## config.mk

```make
export PLATFORM = sky130hd
export DESIGN_NAME = smbus_config_target_port
export DESIGN_NICKNAME = d
export VERILOG_FILES = /design/src/shared/smbus_cfg_pkg.sv /design/src/design/smbus_config_target_port.sv
export SDC_FILE = /design/constraint.sdc
export NUM_CORES = 1
export LEC_CHECK = 0
export ABC_CLOCK_PERIOD_IN_PS = 5200
export BUFFER_PORTS_ARGS = -buffer_cell sky130_fd_sc_hd__buf_4
export CAP_MARGIN = 40
export CELL_PAD_IN_SITES_DETAIL_PLACEMENT = 1
export CELL_PAD_IN_SITES_GLOBAL_PLACEMENT = 1
export CORE_MARGIN = 1
export CORE_UTILIZATION = 30
export DETAILED_ROUTE_END_ITERATION = 12
export PLACE_DENSITY = 0.51
export REMOVE_ABC_BUFFERS = 1
export SLEW_MARGIN = 20
export SYNTH_ARGS = -nofsm -noshare
export SYNTH_HDL_FRONTEND = slang
export SYNTH_SLANG_ARGS = --single-unit
```

## constraint.sdc

```tcl
create_clock -name ref_clk_in -period 5.2 [get_ports ref_clk_in]
set_input_delay 0.78 -clock ref_clk_in [delete_from_list [all_inputs] [get_ports ref_clk_in]]
set_output_delay 0.78 -clock ref_clk_in [all_outputs]
set_load 0.1 [all_outputs]
```

## src/shared/smbus_cfg_pkg.sv

```systemverilog
// Constants, state encoding and state record for the SMBus configuration target port.
// Assumes a single 200 MHz core clock that heavily oversamples the SMBus pins.
package smbus_cfg_pkg;

  // ----------------------------------------------------------------
  // Addressing
  // ----------------------------------------------------------------
  localparam logic [6:0] DEF_TARGET_ADDR = 7'h57;
  localparam logic [6:0] ARP_DEFAULT_ADDR = 7'h61;

  // ----------------------------------------------------------------
  // Register offsets and fields
  // ----------------------------------------------------------------
  localparam logic [7:0] REG_DEV_ADDR = 8'h00;
  localparam logic [7:0] REG_RESET = 8'h01;
  localparam logic [7:0] REG_CHAIN_CFG = 8'h02;
  localparam logic [7:0] REG_CHAIN_OUT = 8'h07;
  localparam logic [7:0] NUM_REGS = 8'h08;
  localparam int SRST_BIT = 0;
  localparam int ANALOG_DIS_BIT = 4;
  localparam int GPIO_OE_BIT = 0;
  localparam int GPIO_MODE_LSB = 4;
  localparam int CHAIN_BIT = 0;
  localparam logic [3:0] GPIO_MODE_GP_OUT = 4'h0;
  localparam logic [7:0] RESET_WMASK = 8'h10;
  localparam logic [3:0] BITS_PER_BYTE = 4'h8;
  localparam logic [3:0] LAST_BIT_IDX = 4'h7;

  // ----------------------------------------------------------------
  // Reset values (entry 0 unused: the address lives in its own field)
  // ----------------------------------------------------------------
  localparam logic [63:0] CFG_DEFAULT = 64'h0000_0005_0505_0000;

  // ----------------------------------------------------------------
  // State
  // ----------------------------------------------------------------
  typedef enum logic [3:0] {
    ST_IDLE,
    ST_ADDR,
    ST_ADDR_ACK,
    ST_PTR,
    ST_PTR_ACK,
    ST_WDATA,
    ST_WDATA_ACK,
    ST_RDATA,
    ST_RDATA_ACK,
    ST_IGNORE
  } port_fsm_e;

  typedef struct packed {
    logic scl_s1;
    logic scl_s2;
    logic scl_d;
    logic sda_s1;
    logic sda_s2;
    logic sda_d;
    logic cs_s1;
    logic cs_s2;
    port_fsm_e fsm;
    logic [3:0] cnt;
    logic [7:0] shreg;
    logic [7:0] ptr;
    logic rw;
    logic mack;
    logic drive;
    logic chain;
    logic [6:0] dev_addr;
    logic [7:0][7:0] cfg;
  } port_state_s;

  localparam port_state_s STATE_RESET = '{
    scl_s1: 1'b1, scl_s2: 1'b1, scl_d: 1'b1,
    sda_s1: 1'b1, sda_s2: 1'b1, sda_d: 1'b1,
    cs_s1: 1'b0, cs_s2: 1'b0,
    fsm: ST_IDLE, cnt: 4'h0, shreg: 8'h00, ptr: 8'h00,
    rw: 1'b0, mack: 1'b0, drive: 1'b0, chain: 1'b0,
    dev_addr: DEF_TARGET_ADDR, cfg: CFG_DEFAULT};

endpackage

```

## src/design/smbus_config_target_port.sv

```systemverilog
// Select-gated SMBus target giving byte access to the serializer configuration registers.
// Assumes open-drain SCL/SDA resolved outside; pins and select are asynchronous to ref_clk_in.
// Notes on behaviour
// - On matching its own address the device acknowledges by pulling data low.
// - The host sends an 8-bit pointer, which the device loads and acknowledges low.
// - After acknowledging the read address the device shifts out the pointed byte MSB first.
// - Devices sharing one address are told apart by select, and a deselected one stays off the bus.
// - The address resolution protocol is not supported and gets no response.
// - The bus address is rewritable through register 0.
// - In a chain, the chain select output drives the next device's select.
// - Out of reset the device answers to target address 1010111b.
// - Register 0 holds the address in bits 7:1, default 57h, and software reset keeps it.
`timescale 1ns/1ps
`default_nettype none

module smbus_config_target_port
  import smbus_cfg_pkg::*;
(
  // Clock and reset
  input wire logic ref_clk_in,
  input wire logic nrst_in,
  // SMBus pins
  input wire logic port_select_in,
  input wire logic scl_in,
  input wire logic sda_in,
  output logic sda_out,
  output logic sda_oe_out,
  // Device controls
  output logic chain_select_out,
  output logic analog_disable_out
);

  // ----------------------------------------------------------------
  // Reset release
  // ----------------------------------------------------------------
  logic [1:0] rst_pipe_r;
  logic rst_n;

  always_ff @(posedge ref_clk_in or negedge nrst_in)
  begin
    if (!nrst_in)
      rst_pipe_r <= 2'h0;
    else
      rst_pipe_r <= {rst_pipe_r[0], 1'b1};
  end

  assign rst_n = rst_pipe_r[1];

  // ----------------------------------------------------------------
  // State and bus events
  // ----------------------------------------------------------------
  port_state_s st_r;
  port_state_s st_nxt;
  logic scl_rise;
  logic scl_fall;
  logic start_seen;
  logic stop_seen;
  logic [7:0] rdata;

  assign scl_rise = st_r.scl_s2 & ~st_r.scl_d;
  assign scl_fall = ~st_r.scl_s2 & st_r.scl_d;
  assign start_seen = st_r.scl_s2 & st_r.scl_d & st_r.sda_d & ~st_r.sda_s2;
  assign stop_seen = st_r.scl_s2 & st_r.scl_d & ~st_r.sda_d & st_r.sda_s2;

  // Out-of-range pointers read as zero rather than aliasing
  always_comb
  begin
    if (st_r.ptr == REG_DEV_ADDR)
      rdata = {st_r.dev_addr, 1'b0};
    else if (st_r.ptr < NUM_REGS)
      rdata = st_r.cfg[st_r.ptr[2:0]];
    else
      rdata = 8'h00;
  end

  // ----------------------------------------------------------------
  // Next state
  // ----------------------------------------------------------------
  always_comb
  begin
    st_nxt = st_r;
    st_nxt.scl_s1 = scl_in;
    st_nxt.scl_s2 = st_r.scl_s1;
    st_nxt.scl_d = st_r.scl_s2;
    st_nxt.sda_s1 = sda_in;
    st_nxt.sda_s2 = st_r.sda_s1;
    st_nxt.sda_d = st_r.sda_s2;
    st_nxt.cs_s1 = port_select_in;
    st_nxt.cs_s2 = st_r.cs_s1;
    st_nxt.chain = (st_r.cfg[REG_CHAIN_CFG[2:0]][GPIO_MODE_LSB +: 4] == GPIO_MODE_GP_OUT)
      && st_r.cfg[REG_CHAIN_CFG[2:0]][GPIO_OE_BIT]
      && st_r.cfg[REG_CHAIN_OUT[2:0]][CHAIN_BIT];
    if (!st_r.cs_s2)
    begin
      // Deselected: traffic belongs to another target
      st_nxt.fsm = ST_IDLE;
      st_nxt.drive = 1'b0;
    end
    else if (start_seen)
    begin
      // Repeated START lands here too, keeping the loaded pointer
      st_nxt.fsm = ST_ADDR;
      st_nxt.cnt = 4'h0;
      st_nxt.drive = 1'b0;
    end
    else if (stop_seen)
    begin
      st_nxt.fsm = ST_IDLE;
      st_nxt.drive = 1'b0;
    end
    else if (scl_rise)
    begin
      case (st_r.fsm)
        ST_ADDR, ST_PTR, ST_WDATA:
        begin
          st_nxt.shreg = {st_r.shreg[6:0], st_r.sda_s2};
          st_nxt.cnt = 4'(st_r.cnt + 4'h1);
        end
        ST_RDATA_ACK:
        begin
          st_nxt.mack = ~st_r.sda_s2;
          if (!st_r.sda_s2)
            st_nxt.ptr = 8'(st_r.ptr + 8'h01);
        end
        default:
        begin
        end
      endcase
    end
    else if (scl_fall)
    begin
      case (st_r.fsm)
        ST_ADDR:
        begin
          if (st_r.cnt == BITS_PER_BYTE)
          begin
            // The resolution default address is never claimed
            if (st_r.shreg[7:1] == st_r.dev_addr && st_r.shreg[7:1] != ARP_DEFAULT_ADDR)
            begin
              st_nxt.drive = 1'b1;
              st_nxt.rw = st_r.shreg[0];
              st_nxt.fsm = ST_ADDR_ACK;
            end
            else
              st_nxt.fsm = ST_IGNORE;
          end
        end
        ST_ADDR_ACK:
        begin
          st_nxt.cnt = 4'h0;
          if (st_r.rw)
          begin
            st_nxt.shreg = rdata;
            st_nxt.drive = ~rdata[7];
            st_nxt.fsm = ST_RDATA;
          end
          else
          begin
            st_nxt.drive = 1'b0;
            st_nxt.fsm = ST_PTR;
          end
        end
        ST_PTR:
        begin
          if (st_r.cnt == BITS_PER_BYTE)
          begin
            st_nxt.ptr = st_r.shreg;
            st_nxt.drive = 1'b1;
            st_nxt.fsm = ST_PTR_ACK;
          end
        end
        ST_PTR_ACK, ST_WDATA_ACK:
        begin
          st_nxt.cnt = 4'h0;
          st_nxt.drive = 1'b0;
          st_nxt.fsm = ST_WDATA;
        end
        ST_WDATA:
        begin
          if (st_r.cnt == BITS_PER_BYTE)
          begin
            if (st_r.ptr == REG_DEV_ADDR)
              st_nxt.dev_addr = st_r.shreg[7:1];
            else if (st_r.ptr == REG_RESET && st_r.shreg[SRST_BIT])
              st_nxt.cfg = CFG_DEFAULT;
            else if (st_r.ptr == REG_RESET)
              st_nxt.cfg[REG_RESET[2:0]] = st_r.shreg & RESET_WMASK;
            else if (st_r.ptr < NUM_REGS)
              st_nxt.cfg[st_r.ptr[2:0]] = st_r.shreg;
            st_nxt.drive = 1'b1;
            st_nxt.fsm = ST_WDATA_ACK;
          end
        end
        ST_RDATA:
        begin
          if (st_r.cnt == LAST_BIT_IDX)
          begin
            st_nxt.drive = 1'b0;
            st_nxt.cnt = 4'h0;
            st_nxt.fsm = ST_RDATA_ACK;
          end
          else
          begin
            st_nxt.shreg = {st_r.shreg[6:0], 1'b0};
            st_nxt.drive = ~st_r.shreg[6];
            st_nxt.cnt = 4'(st_r.cnt + 4'h1);
          end
        end
        ST_RDATA_ACK:
        begin
          if (st_r.mack)
          begin
            st_nxt.shreg = rdata;
            st_nxt.drive = ~rdata[7];
            st_nxt.fsm = ST_RDATA;
          end
          else
            st_nxt.fsm = ST_IGNORE;
        end
        default:
        begin
        end
      endcase
    end
  end

  always_ff @(posedge ref_clk_in or negedge rst_n)
  begin
    if (!rst_n)
      st_r <= STATE_RESET;
    else
      st_r <= st_nxt;
  end

  // ----------------------------------------------------------------
  // Outputs
  // ----------------------------------------------------------------
  // Open drain: the pin is only ever pulled low
  assign sda_out = 1'b0;
  assign sda_oe_out = st_r.drive;
  assign chain_select_out = st_r.chain;
  assign analog_disable_out = st_r.cfg[REG_RESET[2:0]][ANALOG_DIS_BIT];

  logic byte_end;
  assign byte_end = st_r.cs_s2 & scl_fall & (st_r.cnt == BITS_PER_BYTE);
endmodule // smbus_config_target_port

`default_nettype wire

```

* After elaboration in Yosys (flattened, before gate mapping)
Index checks and enable logic that the tools add are counted.
Word-level totals: bits of input ports 5, output and inout bits 4, word-level logic and storage cells 166, register bits after elaboration 109
Cells by class: bitwise logic cells 17, eq/ne operators 33, add/sub/neg operators 2, muxes and demuxes 56, reduce and logical (&&, ||, !) cells 29, order comparisons 3
Operators by type and width (count):
- 2-to-1 mux 64 bit | 2
- 2-to-1 mux 8 bit | 14
- bitwise mux 64 bit | 1
- 2-to-1 mux 48 bit | 1
- 2-to-1 mux 4 bit | 10
- != test 5 bit, second input constant | 6
- one-hot mux 4 bit (7 select lines) | 1
- 2-to-1 mux 25 bit | 1
- binary-select mux 8 bit (select 3 bit) | 1
- demux 8 bit (select 3 bit) | 1
- one-hot mux 8 bit (3 select lines) | 1
- AND reduction 8 bit | 3
- 2-to-1 mux 22 bit | 1
- == test 4 x 3 -> 1 bit, second input constant | 5
- 2-to-1 mux 20 bit | 1
- AND reduction 9 bit | 2
- 2-to-1 mux 1 bit | 17
- AND reduction 7 bit | 2
- 2-to-1 mux 12 bit | 1
- != test 10 x 1 -> 1 bit, second input constant | 1
- inverter 1 bit | 10
- AND reduction 10 bit | 1
- AND reduction 5 bit | 2
- != test 3 bit, second input constant | 3
- 30 further kinds | 52

* Depth between registers and ports, before layout
depth after elaboration 12, mapped depth 11

* Worst setup path before layout
No wires, ideal clock.
kind flip-flop to flip-flop, from register st_r[75] (netlist bit), to register st_r[17] (netlist bit), slack 2.809 ns, path buffers 3, stages on the path, launching flop included 12, arrival time 2.324 ns, path through dfrtp_1 > buf_2 > buf_2 > inv_1 > ha_1 > nand2b_1 > and3_1 > and4_1 > buf_4 > nand2_2 > nor3_2 > a22o_1
On the way: word-level cells in the longest chain between the ends 8
RTL lines:
- start, declared | RTL line smbus_config_target_port.sv:52 | port_state_s st_r;
- start signal, assigned | RTL line smbus_config_target_port.sv:232 | st_r <= st_nxt;
- < comparator 3 x 4 -> 1 bit (implied by the code) or greater-or-equal comparator 3 x 1 -> 1 bit (tied branches) | RTL line smbus_config_target_port.sv:189 | st_nxt.cfg[st_r.ptr[2:0]] = st_r.shreg;
- logical AND 1 bit (implied by the code) | RTL line smbus_config_target_port.sv:189
- 2-to-1 mux 8 bit (implied by the code) | RTL line smbus_config_target_port.sv:189
- demux 8 bit (select 3 bit) | RTL line smbus_config_target_port.sv:189
- bitwise mux 64 bit | RTL line smbus_config_target_port.sv:189
- 2-to-1 mux 64 bit | RTL line smbus_config_target_port.sv:188 | else if (st_r.ptr < NUM_REGS)
- 2-to-1 mux 48 bit | RTL line smbus_config_target_port.sv:186 | else if (st_r.ptr == REG_RESET)
- 2-to-1 mux 64 bit | RTL line smbus_config_target_port.sv:184 | else if (st_r.ptr == REG_RESET && st_r.shreg[SRST_BIT])
Parallel ways exist; a longest one is shown, timed or not. The select of a mux whose other input is x is not followed. A chain may end at the register's enable or synchronous reset.

* Worst setup path in the final report
from register st_r[104] (netlist bit), to register st_r[23] (netlist bit)
On the way: word-level cells in the longest chain between the ends 5
RTL lines (RTL line):
- bitwise AND 1 bit | smbus_config_target_port.sv:62, smbus_config_target_port.sv:63
- bitwise AND 1 bit (on tied branches) (2 in series) | smbus_config_target_port.sv:63, smbus_config_target_port.sv:62
- inverter 1 bit (no line)
- AND reduction 10 bit (no line) (*)
Every way passes the cells marked *; elsewhere a longest branch is shown, timed or not.

==> flow_summary.ini <==
[die]
placeableCoreArea_um2 = 18800
fp.dieH_um = 141
rows = 50
io_pins = 9
die_w_um = 141
floorplan.initialDensity = 0.307
dieArea_um2 = 19800

[sta]
finalMaxSlewViolations = 0
timing.fmax_mhz = 308
setup_viol = 0
tns_ps = 0
fin_crit_sh = 0.625
slew-limit-headroom = 0.440
skew_ps = 11.9
finalCriticalPeriod_ps = 3250
fin_ws_ps = 1950
final-hold-violation-count = 0
tightest_slew_ps = 840
rsz0062_at_grt = no

[cells_and_area]
final_cell_mix = dfrtp_1, nand2_1, a22o_1, o21ai_0, nor2_1
layout-drive-gt1-share = 0.162
fin_nets = 569
antenna_cells = 0
mostFrequentLayoutCell = dfrtp_1
area_growth_pct = 10.4

[critical_path]
r2r_cells = 9
r2r_slack_ps = 1950
crit_path_max_incr_delay_ps = 550
crit_chain = inv_1 -> ha_1 -> buf_4 -> nand2b_1 -> a2111oi_4 -> and4_1 -> nand2_2 -> nor3_2 -> a22o_1
crit_slowest_cell = dfstp_2
criticalPathCategory = reg2reg
timing.rr.start = st_r[104]$_DFF_PN1_
rr_endpoint = st_r[23]$_DFFE_PN0P_
start_kind = register
cp.arrival_ps = 3550
cp_max_fo = 32
cp.required_ps = 5500
crit_path_end_kind = register

[detailed_routing]
dr.pass1.iters = 4
totalWireLength_um = 18800
final_antenna_net_count = 0
avgViaCountPerCell = 5.59
drtIter0Drc = 317
avgRoutedWirePerCell_um = 22.9
vias = 4591
drc = 0

[logic_synthesis]
seq_area_frac_synth = 0.475
synth-edff-count = 0
synthFlopType = dfrtp_1
syn_area_um2 = 5780
syn_area_per_cell_um2 = 10.2
syn_inst = 568
ys_types = 71
ys_seq_elements = 109
yosys_warnings = 0
async_reset_ff_frac = 1.00

[place]
port_buffers = 7
pre_cts_slack_ps = 1920
dpl.hpwl_um = 12800
gp_congestion = 0.850

[min_path]
holdCritPathClass = in2async

[global_route]
grt_pass1_vias = 4867
grt_pass1_wl_um = 30400
grt-ovfl-total = 0
grtUsageTotal = 0.205
grt_max_degree = 56
antenna_found_initial = 0

[clocking]
cts_tree = done
cts_resized = 0
clockBufferDepth = 2
clkSinkCount = 109
cts_buffers = 9
clk_latency_ps = 360
clockRootBuffer = clkbuf_16
cts_setup_buffers = 0
clk_pin_slew_worst_paths_ps = 80
h-tree-depth = 3
hold_buffers = 0

[power]
power.leakage_nw = 2.60
ir_drop_mv = 0.153
power.density_nw_per_um2 = 280

[outcome]
status = complete, no violations

[run]
max_cap_viol_count = 0
layout make-up:
| cell class | instances | area [um^2] |
|---|---|---|
| fill | 2104 | 12400 |
| multi-input combinational | 402 | 2810 |
| sequential | 109 | 2750 |
| tap | 260 | 325 |
| clock buffer | 9 | 225 |
| timing repair buffer | 16 | 148 |
| inverter | 18 | 67.6 |
| clock inverter | 7 | 57.6 |
worst max-delay path by stage:
stage                                        from  cells after the start                        endpoint  slack, ps
after floorplan           rst_pipe_r[1]$_DFF_PN0_                      0  analog_disable_out$_DFFE_PN0P_       1970
after global placement        st_r[104]$_DFF_PN1_                      9            st_r[23]$_DFFE_PN0P_       2030
after detailed placement     st_r[76]$_DFFE_PN0P_                      8            st_r[17]$_DFFE_PN0P_       1920
after CTS                    st_r[76]$_DFFE_PN0P_                      8            st_r[23]$_DFFE_PN0P_       1880
after global routing          st_r[104]$_DFF_PN1_                      9            st_r[20]$_DFFE_PN0P_       1730
final                         st_r[104]$_DFF_PN1_                      9            st_r[23]$_DFFE_PN0P_       1950
power by group:
part | switching, W | internal, W | total (W)
combinational | 0.000129 | 0.0000621 | 0.000191
clock | 0.000345 | 0.000333 | 0.000678
sequential | 0.0000532 | 0.000866 | 0.000920
total | 0.000527 | 0.00126 | 0.00179
kinds of logic (layout without fill, tap and decap cells):
group | count (synthesis) | in the layout | share of synthesized area
compound gates | 193 | 193 | 0.244
xor+xnor | 10 | 10 | 0.0151
fa+ha+maj | 8 | 8 | 0.0173
buf+inv | 57 | 50 | 0.0398
flops | 109 | 109 | 0.475
mux | 26 | 26 | 0.0595
other cells | 2 | 2 | 0.00130
simple gates | 163 | 163 | 0.148
flip-flops by register name, indices dropped and copies added, names as in the netlist:
name,flops
sda_oe_out,1
analog_disable_out,1
st_nxt,5
rst_pipe_r,2
chain_select_out,1
st_r,99
stage by stage:
stage,utilization,instance area (um^2),std cells,power (W),hold WS [ps]
6_report,0.339,6380,821,0.00179,189
3_5_place_dp,0.322,6060,803,0.00112,338
5_1_grt,0.339,6380,821,0.00187,171
4_1_cts,0.337,6340,819,0.00181,174
2_1_floorplan,-,5620,529,0.00103,331
3_3_place_gp,0.321,6050,802,0.00112,334
worst max-delay path: cells and delay by family, from the launching register on:
family | cells | cell delay (ps)
buf+inv | 2 | 280
fa+ha+maj | 1 | 180
flops | 1 | 550
compound gates | 2 | 720
simple gates | 4 | 1450
cells in the mapped netlist, types with 6 or more instances:
cell type | instances | area [um^2]
o221ai_1 | 6 | 52.6
nor2_1 | 29 | 109
dfstp_2 | 17 | 447
o21a_1 | 6 | 45.0
nand3b_1 | 6 | 45.0
dfrtp_1 | 92 | 2300
nand2_1 | 50 | 188
o22ai_1 | 6 | 37.5
mux2_2 | 17 | 191
nor3_1 | 10 | 50.1
nor3_2 | 6 | 60.1
clkbuf_1 | 27 | 101
inv_1 | 17 | 63.8
ha_1 | 8 | 100
o21ai_1 | 6 | 30.0
nand3_1 | 16 | 80.1
nand2b_1 | 10 | 62.6
a21oi_1 | 22 | 110
buf_2 | 7 | 35.0
xnor2_1 | 9 | 78.8
o21ai_0 | 40 | 200
nor2b_1 | 9 | 56.3
a22o_1 | 49 | 429
metal layers:
metal,GRT usage,vias up,routed length (um),share of wire
li1,-,2099,-,-
met1,0.270,2408,8600,0.46
met2,0.346,71,9380,0.50
met3,0.0425,13,582,0.031
met4,0.0446,0,250,0.013
met5,0,-,0,0
Power figures use the tool's default switching activity.
